===== src/common/pbfs_pkg.sv =====
// port b function select: register map, mode codes, pin function kinds, carriers
// assumes one clock domain and a 32-bit avalon-mm register slave
package pbfs_pkg;

   localparam int PBFS_PINS = 16;
   localparam int PBFS_AW = 4;

   // byte offsets of the register words
   localparam logic [3:0] PBFS_OFS_UPPER = 4'h0;
   localparam logic [3:0] PBFS_OFS_LOWER = 4'h4;
   localparam logic [3:0] PBFS_OFS_LEVEL = 4'h8;
   localparam logic [3:0] PBFS_OFS_DRIVE = 4'hc;

   localparam logic [15:0] PBFS_UPPER_RST = 16'h0000;
   localparam logic [15:0] PBFS_LOWER_RST = 16'h0000;

   // first pin whose field lives in the upper register
   localparam int PBFS_UPPER_FIRST_PIN = 8;
   // field of pin p sits at bit 2*(p mod 8) of its register
   localparam int PBFS_FIELD_W = 2;

   localparam logic [1:0] PBFS_MODE_GPIO = 2'h0;
   localparam logic [1:0] PBFS_MODE_ALT1 = 2'h1;
   localparam logic [1:0] PBFS_MODE_ALT2 = 2'h2;
   localparam logic [1:0] PBFS_MODE_PATTERN = 2'h3;

   // level a peripheral input sees while its pin serves another function
   localparam logic PBFS_IDLE_LEVEL = 1'b1;

   typedef enum logic [1:0] {
      PBFS_K_RSVD,
      PBFS_K_IN,
      PBFS_K_OUT,
      PBFS_K_IO
   } pbfs_kind_t;

   // peripheral side values that may be driven onto pins
   typedef struct packed {
      logic [15:0] pattern;
      logic [1:0] serial_clk;
      logic [1:0] serial_tx;
      logic timer_cmp_out_xb4;
      logic timer_cmp_out_xa4;
      logic timer_capcmp_b4;
      logic timer_capcmp_a4;
   } pbfs_periph_drv_t;

   // pin levels handed to peripherals; ext_int[0] is line 4
   typedef struct packed {
      logic [3:0] ext_int;
      logic [1:0] serial_clk;
      logic [1:0] serial_rx;
      logic timer_ext_clk_d;
      logic timer_ext_clk_c;
      logic timer_capcmp_b4;
      logic timer_capcmp_a4;
   } pbfs_periph_rcv_t;

   localparam pbfs_periph_rcv_t PBFS_RCV_IDLE = '1;

   // what mode code 01 or 10 means on a given pin
   function automatic pbfs_kind_t pbfs_kind(input int pin, input logic [1:0] code);
      pbfs_kind_t k;
      k = PBFS_K_RSVD;
      if (code == PBFS_MODE_ALT1) begin
         if (pin >= 12 || pin == 7 || pin == 6) k = PBFS_K_IN;
      end else if (code == PBFS_MODE_ALT2) begin
         if (pin == 13 || pin == 12 || pin == 5 || pin == 4) k = PBFS_K_IO;
         else if (pin == 11 || pin == 9 || pin == 7 || pin == 6) k = PBFS_K_OUT;
         else if (pin == 10 || pin == 8) k = PBFS_K_IN;
      end
      return k;
   endfunction

endpackage


===== src/verilog/pbfs_pin_cell.sv =====
// one multiplexed pin: turns a two-bit mode into drive value and enable
// assumes mode, direction and peripheral data all on the system clock
`timescale 1ns/1ps
module pbfs_pin_cell import pbfs_pkg::*; #(
   parameter pbfs_kind_t KIND_A = PBFS_K_RSVD,
   parameter pbfs_kind_t KIND_B = PBFS_K_RSVD
) (
   input wire logic [1:0] mode_in,
   input wire logic dir_in,
   input wire logic gpio_data_in,
   input wire logic alt_a_data_in,
   input wire logic alt_b_data_in,
   input wire logic pattern_in,
   output logic pin_drive_out,
   output logic pin_oe_out,
   output logic sel_a_out,
   output logic sel_b_out
);

   pbfs_kind_t kind;
   logic is_pat;
   logic alt_data;

   // reserved codes fall back to general i/o
   assign kind = pbfs_kind_t'((mode_in == PBFS_MODE_ALT1) ? KIND_A :
                              (mode_in == PBFS_MODE_ALT2) ? KIND_B : PBFS_K_RSVD);
   assign is_pat = (mode_in == PBFS_MODE_PATTERN);
   assign alt_data = (mode_in == PBFS_MODE_ALT1) ? alt_a_data_in : alt_b_data_in;

   assign sel_a_out = (mode_in == PBFS_MODE_ALT1) && (KIND_A != PBFS_K_RSVD);
   assign sel_b_out = (mode_in == PBFS_MODE_ALT2) && (KIND_B != PBFS_K_RSVD);

   // gpio and bidirectional functions follow the direction bit
   assign pin_oe_out = is_pat ? 1'b1 :
                       (kind == PBFS_K_IN) ? 1'b0 :
                       (kind == PBFS_K_OUT) ? 1'b1 : dir_in;
   assign pin_drive_out = is_pat ? pattern_in :
                          (kind == PBFS_K_IN) ? 1'b0 :
                          (kind == PBFS_K_RSVD) ? gpio_data_in : alt_data;

endmodule // pbfs_pin_cell


===== src/verilog/pbfs_avalon_regs.sv =====
// avalon-mm slave holding the two function select words and two status words
// assumes byte addressing and a master that holds its request while waitrequest is high
`timescale 1ns/1ps
module pbfs_avalon_regs import pbfs_pkg::*; (
   input wire logic mclk_in,
   input wire logic arst_n_in,
   input wire logic [PBFS_AW-1:0] avs_address_in,
   input wire logic avs_read_in,
   input wire logic avs_write_in,
   input wire logic [31:0] avs_writedata_in,
   input wire logic [3:0] avs_byteenable_in,
   output logic [31:0] avs_readdata_out,
   output logic avs_waitrequest_out,
   input wire logic [15:0] pin_level_in,
   input wire logic [15:0] pin_oe_in,
   output logic [15:0] upper_out,
   output logic [15:0] lower_out,
   output logic wr_accept_out
);

   logic ack_q;
   logic [31:0] rdata_q;
   logic [31:0] rdata_d;
   logic [15:0] upper_q;
   logic [15:0] upper_d;
   logic [15:0] lower_q;
   logic [15:0] lower_d;
   logic req;
   logic hit_upper;
   logic hit_lower;
   logic hit_level;
   logic hit_drive;
   logic [15:0] wmask;

   // one wait state on every access
   assign req = avs_read_in | avs_write_in;
   assign avs_waitrequest_out = req & ~ack_q;
   assign wr_accept_out = avs_write_in & ack_q;

   assign hit_upper = (avs_address_in == PBFS_OFS_UPPER);
   assign hit_lower = (avs_address_in == PBFS_OFS_LOWER);
   assign hit_level = (avs_address_in == PBFS_OFS_LEVEL);
   assign hit_drive = (avs_address_in == PBFS_OFS_DRIVE);

   assign wmask = {{8{avs_byteenable_in[1]}}, {8{avs_byteenable_in[0]}}};
   assign upper_d = (wr_accept_out && hit_upper) ?
                    ((upper_q & ~wmask) | (avs_writedata_in[15:0] & wmask)) : upper_q;
   assign lower_d = (wr_accept_out && hit_lower) ?
                    ((lower_q & ~wmask) | (avs_writedata_in[15:0] & wmask)) : lower_q;

   // unmapped offsets read as zero
   assign rdata_d = hit_upper ? {16'h0000, upper_q} :
                    hit_lower ? {16'h0000, lower_q} :
                    hit_level ? {16'h0000, pin_level_in} :
                    hit_drive ? {16'h0000, pin_oe_in} : 32'h0000_0000;

   // only the power-on reset clears the select words
   always_ff @(posedge mclk_in or negedge arst_n_in) begin
      if (!arst_n_in) begin
         ack_q <= 1'b0;
         rdata_q <= 32'h0000_0000;
         upper_q <= PBFS_UPPER_RST;
         lower_q <= PBFS_LOWER_RST;
      end else begin
         ack_q <= req & ~ack_q;
         rdata_q <= (avs_read_in && !ack_q) ? rdata_d : rdata_q;
         upper_q <= upper_d;
         lower_q <= lower_d;
      end
   end

   assign avs_readdata_out = rdata_q;
   assign upper_out = upper_q;
   assign lower_out = lower_q;

endmodule // pbfs_avalon_regs


===== src/verilog/pbfs_top.sv =====
// port b pin function select: register slave, sixteen pin muxes, pin synchroniser
// assumes pins are asynchronous; gpio data, direction and peripherals share mclk_in
//
// Function
// pin 15 field upper[15:14]: gpio, ext int 7, reserved, pattern 15.
// pin 14 field upper[13:12]: gpio, ext int 6, reserved, pattern 14.
// pin 13 field upper[11:10]: gpio, ext int 5, serial clock 1, pattern 13.
// pin 12 field upper[9:8]: gpio, ext int 4, serial clock 0, pattern 12.
// pin 11 field upper[7:6]: gpio, reserved, transmit data 1, pattern 11.
// pin 10 field upper[5:4]: gpio, reserved, receive data 1, pattern 10.
// pin 9 field upper[3:2]: gpio, reserved, transmit data 0, pattern 9.
// pin 8 field upper[1:0]: gpio, reserved, receive data 0, pattern 8.
// pin 7 field lower[15:14]: gpio, timer clock d, compare xb4, pattern 7.
// pin 6 field lower[13:12]: gpio, timer clock c, compare xa4, pattern 6.
// pin 5 field lower[11:10]: gpio, reserved, capture/compare b4, pattern 5.
// pin 4 field lower[9:8]: gpio, reserved, capture/compare a4, pattern 4.
// both select words clear only on power-on reset and otherwise hold.
// gpio, capture/compare and serial clock pins take direction bit as enable.
// software avoids reserved codes; hardware treats them as general i/o.
//
// Decided for this implementation: the Avalon-MM slave port and the register offsets.
`timescale 1ns/1ps
module pbfs_top import pbfs_pkg::*; (
   input wire logic mclk_in,
   input wire logic arst_n_in,
   input wire logic [PBFS_AW-1:0] avs_address_in,
   input wire logic avs_read_in,
   input wire logic avs_write_in,
   input wire logic [31:0] avs_writedata_in,
   input wire logic [3:0] avs_byteenable_in,
   output logic [31:0] avs_readdata_out,
   output logic avs_waitrequest_out,
   input wire logic [15:0] pin_in,
   output logic [15:0] pin_out,
   output logic [15:0] pin_oe_out,
   input wire logic [15:0] gpio_data_in,
   input wire logic [15:0] direction_in,
   output logic [15:0] gpio_level_out,
   input wire pbfs_periph_drv_t periph_in,
   output pbfs_periph_rcv_t periph_out
);

   logic [15:0] sync1_q;
   logic [15:0] sync2_q;
   logic [15:0] upper;
   logic [15:0] lower;
   logic [31:0] sel_cat;
   logic wr_accept;
   logic [15:0] drive_d;
   logic [15:0] oe_d;
   logic [15:0] drive_q;
   logic [15:0] oe_q;
   logic [15:0] sel_a;
   logic [15:0] sel_b;
   logic [15:0] alt_a_data;
   logic [15:0] alt_b_data;
   pbfs_periph_rcv_t rcv_d;
   pbfs_periph_rcv_t rcv_q;

   pbfs_avalon_regs u_regs (
      .mclk_in(mclk_in),
      .arst_n_in(arst_n_in),
      .avs_address_in(avs_address_in),
      .avs_read_in(avs_read_in),
      .avs_write_in(avs_write_in),
      .avs_writedata_in(avs_writedata_in),
      .avs_byteenable_in(avs_byteenable_in),
      .avs_readdata_out(avs_readdata_out),
      .avs_waitrequest_out(avs_waitrequest_out),
      .pin_level_in(sync2_q),
      .pin_oe_in(oe_q),
      .upper_out(upper),
      .lower_out(lower),
      .wr_accept_out(wr_accept)
   );

   // pin p uses bits 2p+1:2p of the joined words
   assign sel_cat = {upper, lower};

   // every alternate function with code 01 is an input
   assign alt_a_data = 16'h0000;
   assign alt_b_data = {2'b00,
                        periph_in.serial_clk[1],
                        periph_in.serial_clk[0],
                        periph_in.serial_tx[1],
                        1'b0,
                        periph_in.serial_tx[0],
                        1'b0,
                        periph_in.timer_cmp_out_xb4,
                        periph_in.timer_cmp_out_xa4,
                        periph_in.timer_capcmp_b4,
                        periph_in.timer_capcmp_a4,
                        4'h0};

   for (genvar p = 0; p < PBFS_PINS; p++) begin : g_pin
      pbfs_pin_cell #(
         .KIND_A(pbfs_kind(p, PBFS_MODE_ALT1)),
         .KIND_B(pbfs_kind(p, PBFS_MODE_ALT2))
      ) u_cell (
         .mode_in(sel_cat[PBFS_FIELD_W*p +: PBFS_FIELD_W]),
         .dir_in(direction_in[p]),
         .gpio_data_in(gpio_data_in[p]),
         .alt_a_data_in(alt_a_data[p]),
         .alt_b_data_in(alt_b_data[p]),
         .pattern_in(periph_in.pattern[p]),
         .pin_drive_out(drive_d[p]),
         .pin_oe_out(oe_d[p]),
         .sel_a_out(sel_a[p]),
         .sel_b_out(sel_b[p])
      );
   end

   // route synchronised pin levels to the peripheral owning each pin
   assign rcv_d.ext_int[3] = sel_a[15] ? sync2_q[15] : PBFS_IDLE_LEVEL;
   assign rcv_d.ext_int[2] = sel_a[14] ? sync2_q[14] : PBFS_IDLE_LEVEL;
   assign rcv_d.ext_int[1] = sel_a[13] ? sync2_q[13] : PBFS_IDLE_LEVEL;
   assign rcv_d.ext_int[0] = sel_a[12] ? sync2_q[12] : PBFS_IDLE_LEVEL;
   assign rcv_d.serial_clk[1] = sel_b[13] ? sync2_q[13] : PBFS_IDLE_LEVEL;
   assign rcv_d.serial_clk[0] = sel_b[12] ? sync2_q[12] : PBFS_IDLE_LEVEL;
   assign rcv_d.serial_rx[1] = sel_b[10] ? sync2_q[10] : PBFS_IDLE_LEVEL;
   assign rcv_d.serial_rx[0] = sel_b[8] ? sync2_q[8] : PBFS_IDLE_LEVEL;
   assign rcv_d.timer_ext_clk_d = sel_a[7] ? sync2_q[7] : PBFS_IDLE_LEVEL;
   assign rcv_d.timer_ext_clk_c = sel_a[6] ? sync2_q[6] : PBFS_IDLE_LEVEL;
   assign rcv_d.timer_capcmp_b4 = sel_b[5] ? sync2_q[5] : PBFS_IDLE_LEVEL;
   assign rcv_d.timer_capcmp_a4 = sel_b[4] ? sync2_q[4] : PBFS_IDLE_LEVEL;

   always_ff @(posedge mclk_in or negedge arst_n_in) begin
      if (!arst_n_in) begin
         sync1_q <= 16'h0000;
         sync2_q <= 16'h0000;
      end else begin
         sync1_q <= pin_in;
         sync2_q <= sync1_q;
      end
   end

   // registered pad outputs; all pins are inputs while reset is held
   always_ff @(posedge mclk_in or negedge arst_n_in) begin
      if (!arst_n_in) begin
         drive_q <= 16'h0000;
         oe_q <= 16'h0000;
         rcv_q <= PBFS_RCV_IDLE;
      end else begin
         drive_q <= drive_d;
         oe_q <= oe_d;
         rcv_q <= rcv_d;
      end
   end

   assign pin_out = drive_q;
   assign pin_oe_out = oe_q;
   assign periph_out = rcv_q;
   assign gpio_level_out = sync2_q;
endmodule // pbfs_top


===== config.mk =====
export PLATFORM = sky130hd
export DESIGN_NAME = pbfs_top
export DESIGN_NICKNAME = d
export VERILOG_FILES = /design/src/common/pbfs_pkg.sv /design/src/verilog/pbfs_pin_cell.sv /design/src/verilog/pbfs_avalon_regs.sv /design/src/verilog/pbfs_top.sv
export SDC_FILE = /design/constraint.sdc
export NUM_CORES = 1
export LEC_CHECK = 0
export BUFFER_PORTS_ARGS = -buffer_cell sky130_fd_sc_hd__buf_2
export CORE_MARGIN = 1.5
export CORE_UTILIZATION = 43
export CTS_CLUSTER_SIZE = 14
export DETAILED_ROUTE_END_ITERATION = 8
export GPL_TIMING_DRIVEN = 0
export PLACE_DENSITY = 0.75
export SYNTH_ARGS = -nofsm -noshare
export SYNTH_HDL_FRONTEND = slang
export SYNTH_SLANG_ARGS = --single-unit

===== constraint.sdc =====
create_clock -name mclk_in -period 1.5 [get_ports mclk_in]
set_clock_uncertainty 0.15 [all_clocks]
set_input_delay 0.075 -clock mclk_in [delete_from_list [all_inputs] [get_ports mclk_in]]
set_output_delay 0.075 -clock mclk_in [all_outputs]
set_load 0.05 [all_outputs]

==> metrics.txt <==
Final Hold Violating Endpoints 14; hold_ws -0.127 ns; CP Max Fanout 8; number of distinct library cells after synthesis 31; Routed WL 16.2 mm; peak supply drop 0.000938 V; Clock H-tree levels 4; Pwr Total 10900 uW; hpwl dp 9.65 mm; yosys warns 0; drt pass-1 iters 9; flop2flop setup slack -0.05 ns; Core Area 11500 um^2; failing checks DRC, hold timing, setup timing; Vias 4482; WS Path Type reg2reg; share of cells above drive strength 1 41.6%; fillers 784; CTS sink cnt 125; GRT Resource Usage Total 26.5%; post-synthesis mux area share 10.4%; Hold Crit Class in2reg; pin count of the biggest net entering global routing 77; synthesis-to-layout area growth 60.2%; NumNets Final 855; worst path required time 1.64 ns; Antenna Cells 0; worst skew pair latency 0.43 ns; main combinational cell family by area after synthesis simple AND/OR/NAND/NOR gates; FP Rows 39; Crit path arrival time 1.69 ns; Critical Path Start Type flop; placed cell count 732; CTS tree done; grt ovf 0; setup slack after layout -0.0499 ns; IO buf count 173; register area share after synthesis 61.4%; TritonCTS buffer count 17; Worst-Margin Slew 0.672 ns; post-synthesis compound-gate area fraction 9.09%; Synth Area in Adders 3.42%; RSZ-0062 raised after global routing yes; Final Max Slew Viols 0; first-pass GRT wire length 25.0 mm; I/O pins 209; Worst-path clk slew 0.06 ns; post-DR wirelength/cell 18.4 um; vias in the first global route 4702; Tmin final 1.55 ns; Post-Synthesis Cell Area 5120 um^2; DRT iter0 DRCs 351; Final Wtd Congestion 0.825; Peak Freq 645 MHz; initial antenna violation count 0; static leakage 0.00396 uW; xor and xnor area share after synthesis 0%; Initial Utilization 44.5%; pwr dens 1330 nW/um^2; vias per std cell 5.09; Die Wd 112 um; Critical path origin u_regs.ack_q; DRC Markers 14; CTS Root Cell clkbuf_16; CP endpoint kind flop; Routed Antenna Nets 0; Yosys reg bits 125; Simple-Gate Fraction of Synth Area 11.1%; Non-Filler Instances 881; Max-Cap Viols 0; Die H 112 um; CTS Buffer Depth 2; cell count after synthesis 400; r2r startpoint u_regs.ack_q; Mapped Avg Cell Area 12.8 um^2; relative slew slack 55.2%; full die area 12600 um^2; hold path start avs_address_in[3]; final period utilization 103%; final setup fails 2; status finished, violations left
## per-layer routing
layer	vias up	routed length, um	track usage [%]	part of all wire (%)
met5	-	0	0	0
met4	0	520	10.9	3.2
met3	41	1170	7.83	7.3
met2	209	8300	46.7	51
met1	2205	6170	30.3	38
li1	2027	-	-	-
## layout by cell type, fill, tap and decap left out, types with 8 or more instances in the layout
cell type,count
o2111ai_1,16
nand3b_1,16
a21o_1,18
a31oi_1,15
nand2b_1,10
clkbuf_16,17
dlygate4sd3_1,99
dfstp_2,12
dfrtp_2,10
nor2_1,25
buf_2,171
nand2_1,27
mux2_4,11
ha_1,10
mux2_1,25
inv_1,9
buf_4,33
conb_1,16
a21oi_1,8
dfrtp_1,103
## cell families (layout without fill, tap and decap cells)
group,after synthesis,count (layout)
DFF,125,125
and+or+nand+nor,101,101
AOI/OAI and AO/OA,66,66
muxes,48,48
buffers and inverters,45,368
adders and majority gates,14,14
other,1,16
## cell type report
type,instances,area [um^2],area share (%)
buffer,33,234,2.85
clock buffer,20,457,5.56
clock inverter,12,163,1.98
inverter,12,45.0,0.549
multi-input combinational,245,1930,23.6
sequential,125,3160,38.5
tap,143,179,2.18
timing repair buffer,291,2040,24.9
## stage by stage
step	area (um^2)	setup TNS, ns	utilization [%]	setup slack, ns
after global routing	8210	-0.363	71.3	-0.0713
after CTS	7970	0	69.2	0.000936
after floorplan	5190	-0.0139	-	-0.00198
final	8210	-0.0548	71.3	-0.0499
after detailed placement	6270	-14.14	54.4	-0.437
after global placement	6230	-166.34	54.1	-1.30
## power by group
part	leakage (uW)	internal (uW)	switching [uW]
combinational	0.00217	931	1630
sequential	0.00149	3780	306
clock	0.000297	2710	1540
## worst paths after layout
path,end,cells past startpoint
max in group asynchronous,sync1_q[8],3
max,flop,4
min in group asynchronous,pin_out[0],2
max reg2reg,flop,4
min reg2reg,gpio_level_out[2],0
min,u_regs.avs_readdata_out[15],4
## synth_stat cells
cell,number,area (um^2)
dfrtp_1,113,2830
mux2_1,36,405
nand2_1,27,101
nor2_1,26,97.6
a21o_1,18,135
a31oi_1,16,100
buf_4,16,120
nand3b_1,16,120
o2111ai_1,16,140
ha_1,14,175
clkbuf_1,12,45.0
dfstp_2,12,315
inv_1,12,45.0
nand2b_1,10,62.6
a21oi_1,8,40.0
mux2_2,6,67.6
mux2i_1,6,60.1
nand3_1,6,30.0
o21ai_0,4,20.0
o31ai_1,4,30.0
buf_2,3,15.0
nor2b_1,3,18.8
or3b_1,3,26.3
buf_1,2,7.51
nor2_8,2,40.0
nor3_1,2,10.0
nor3b_1,2,15.0
or2_2,2,12.5
conb_1,1,3.75
nor4_4,1,21.3
or4b_4,1,13.8
## critical path: stages, from the launching register on
cell	delay, ns
dfrtp_2	0.44
nand3_4	0.13
nor2b_2	0.14
buf_6	0.17
mux2_1	0.37
## what timing repair did
item	in CTS	in global routing
hold buffers	99	4
setup buffers	2	15
resized for setup	24	39
endpoints found under the hold margin	201	3
endpoints found under the setup margin	49	41
pin swaps	1	13
Note: power is estimated with default switching activity, not from simulation.
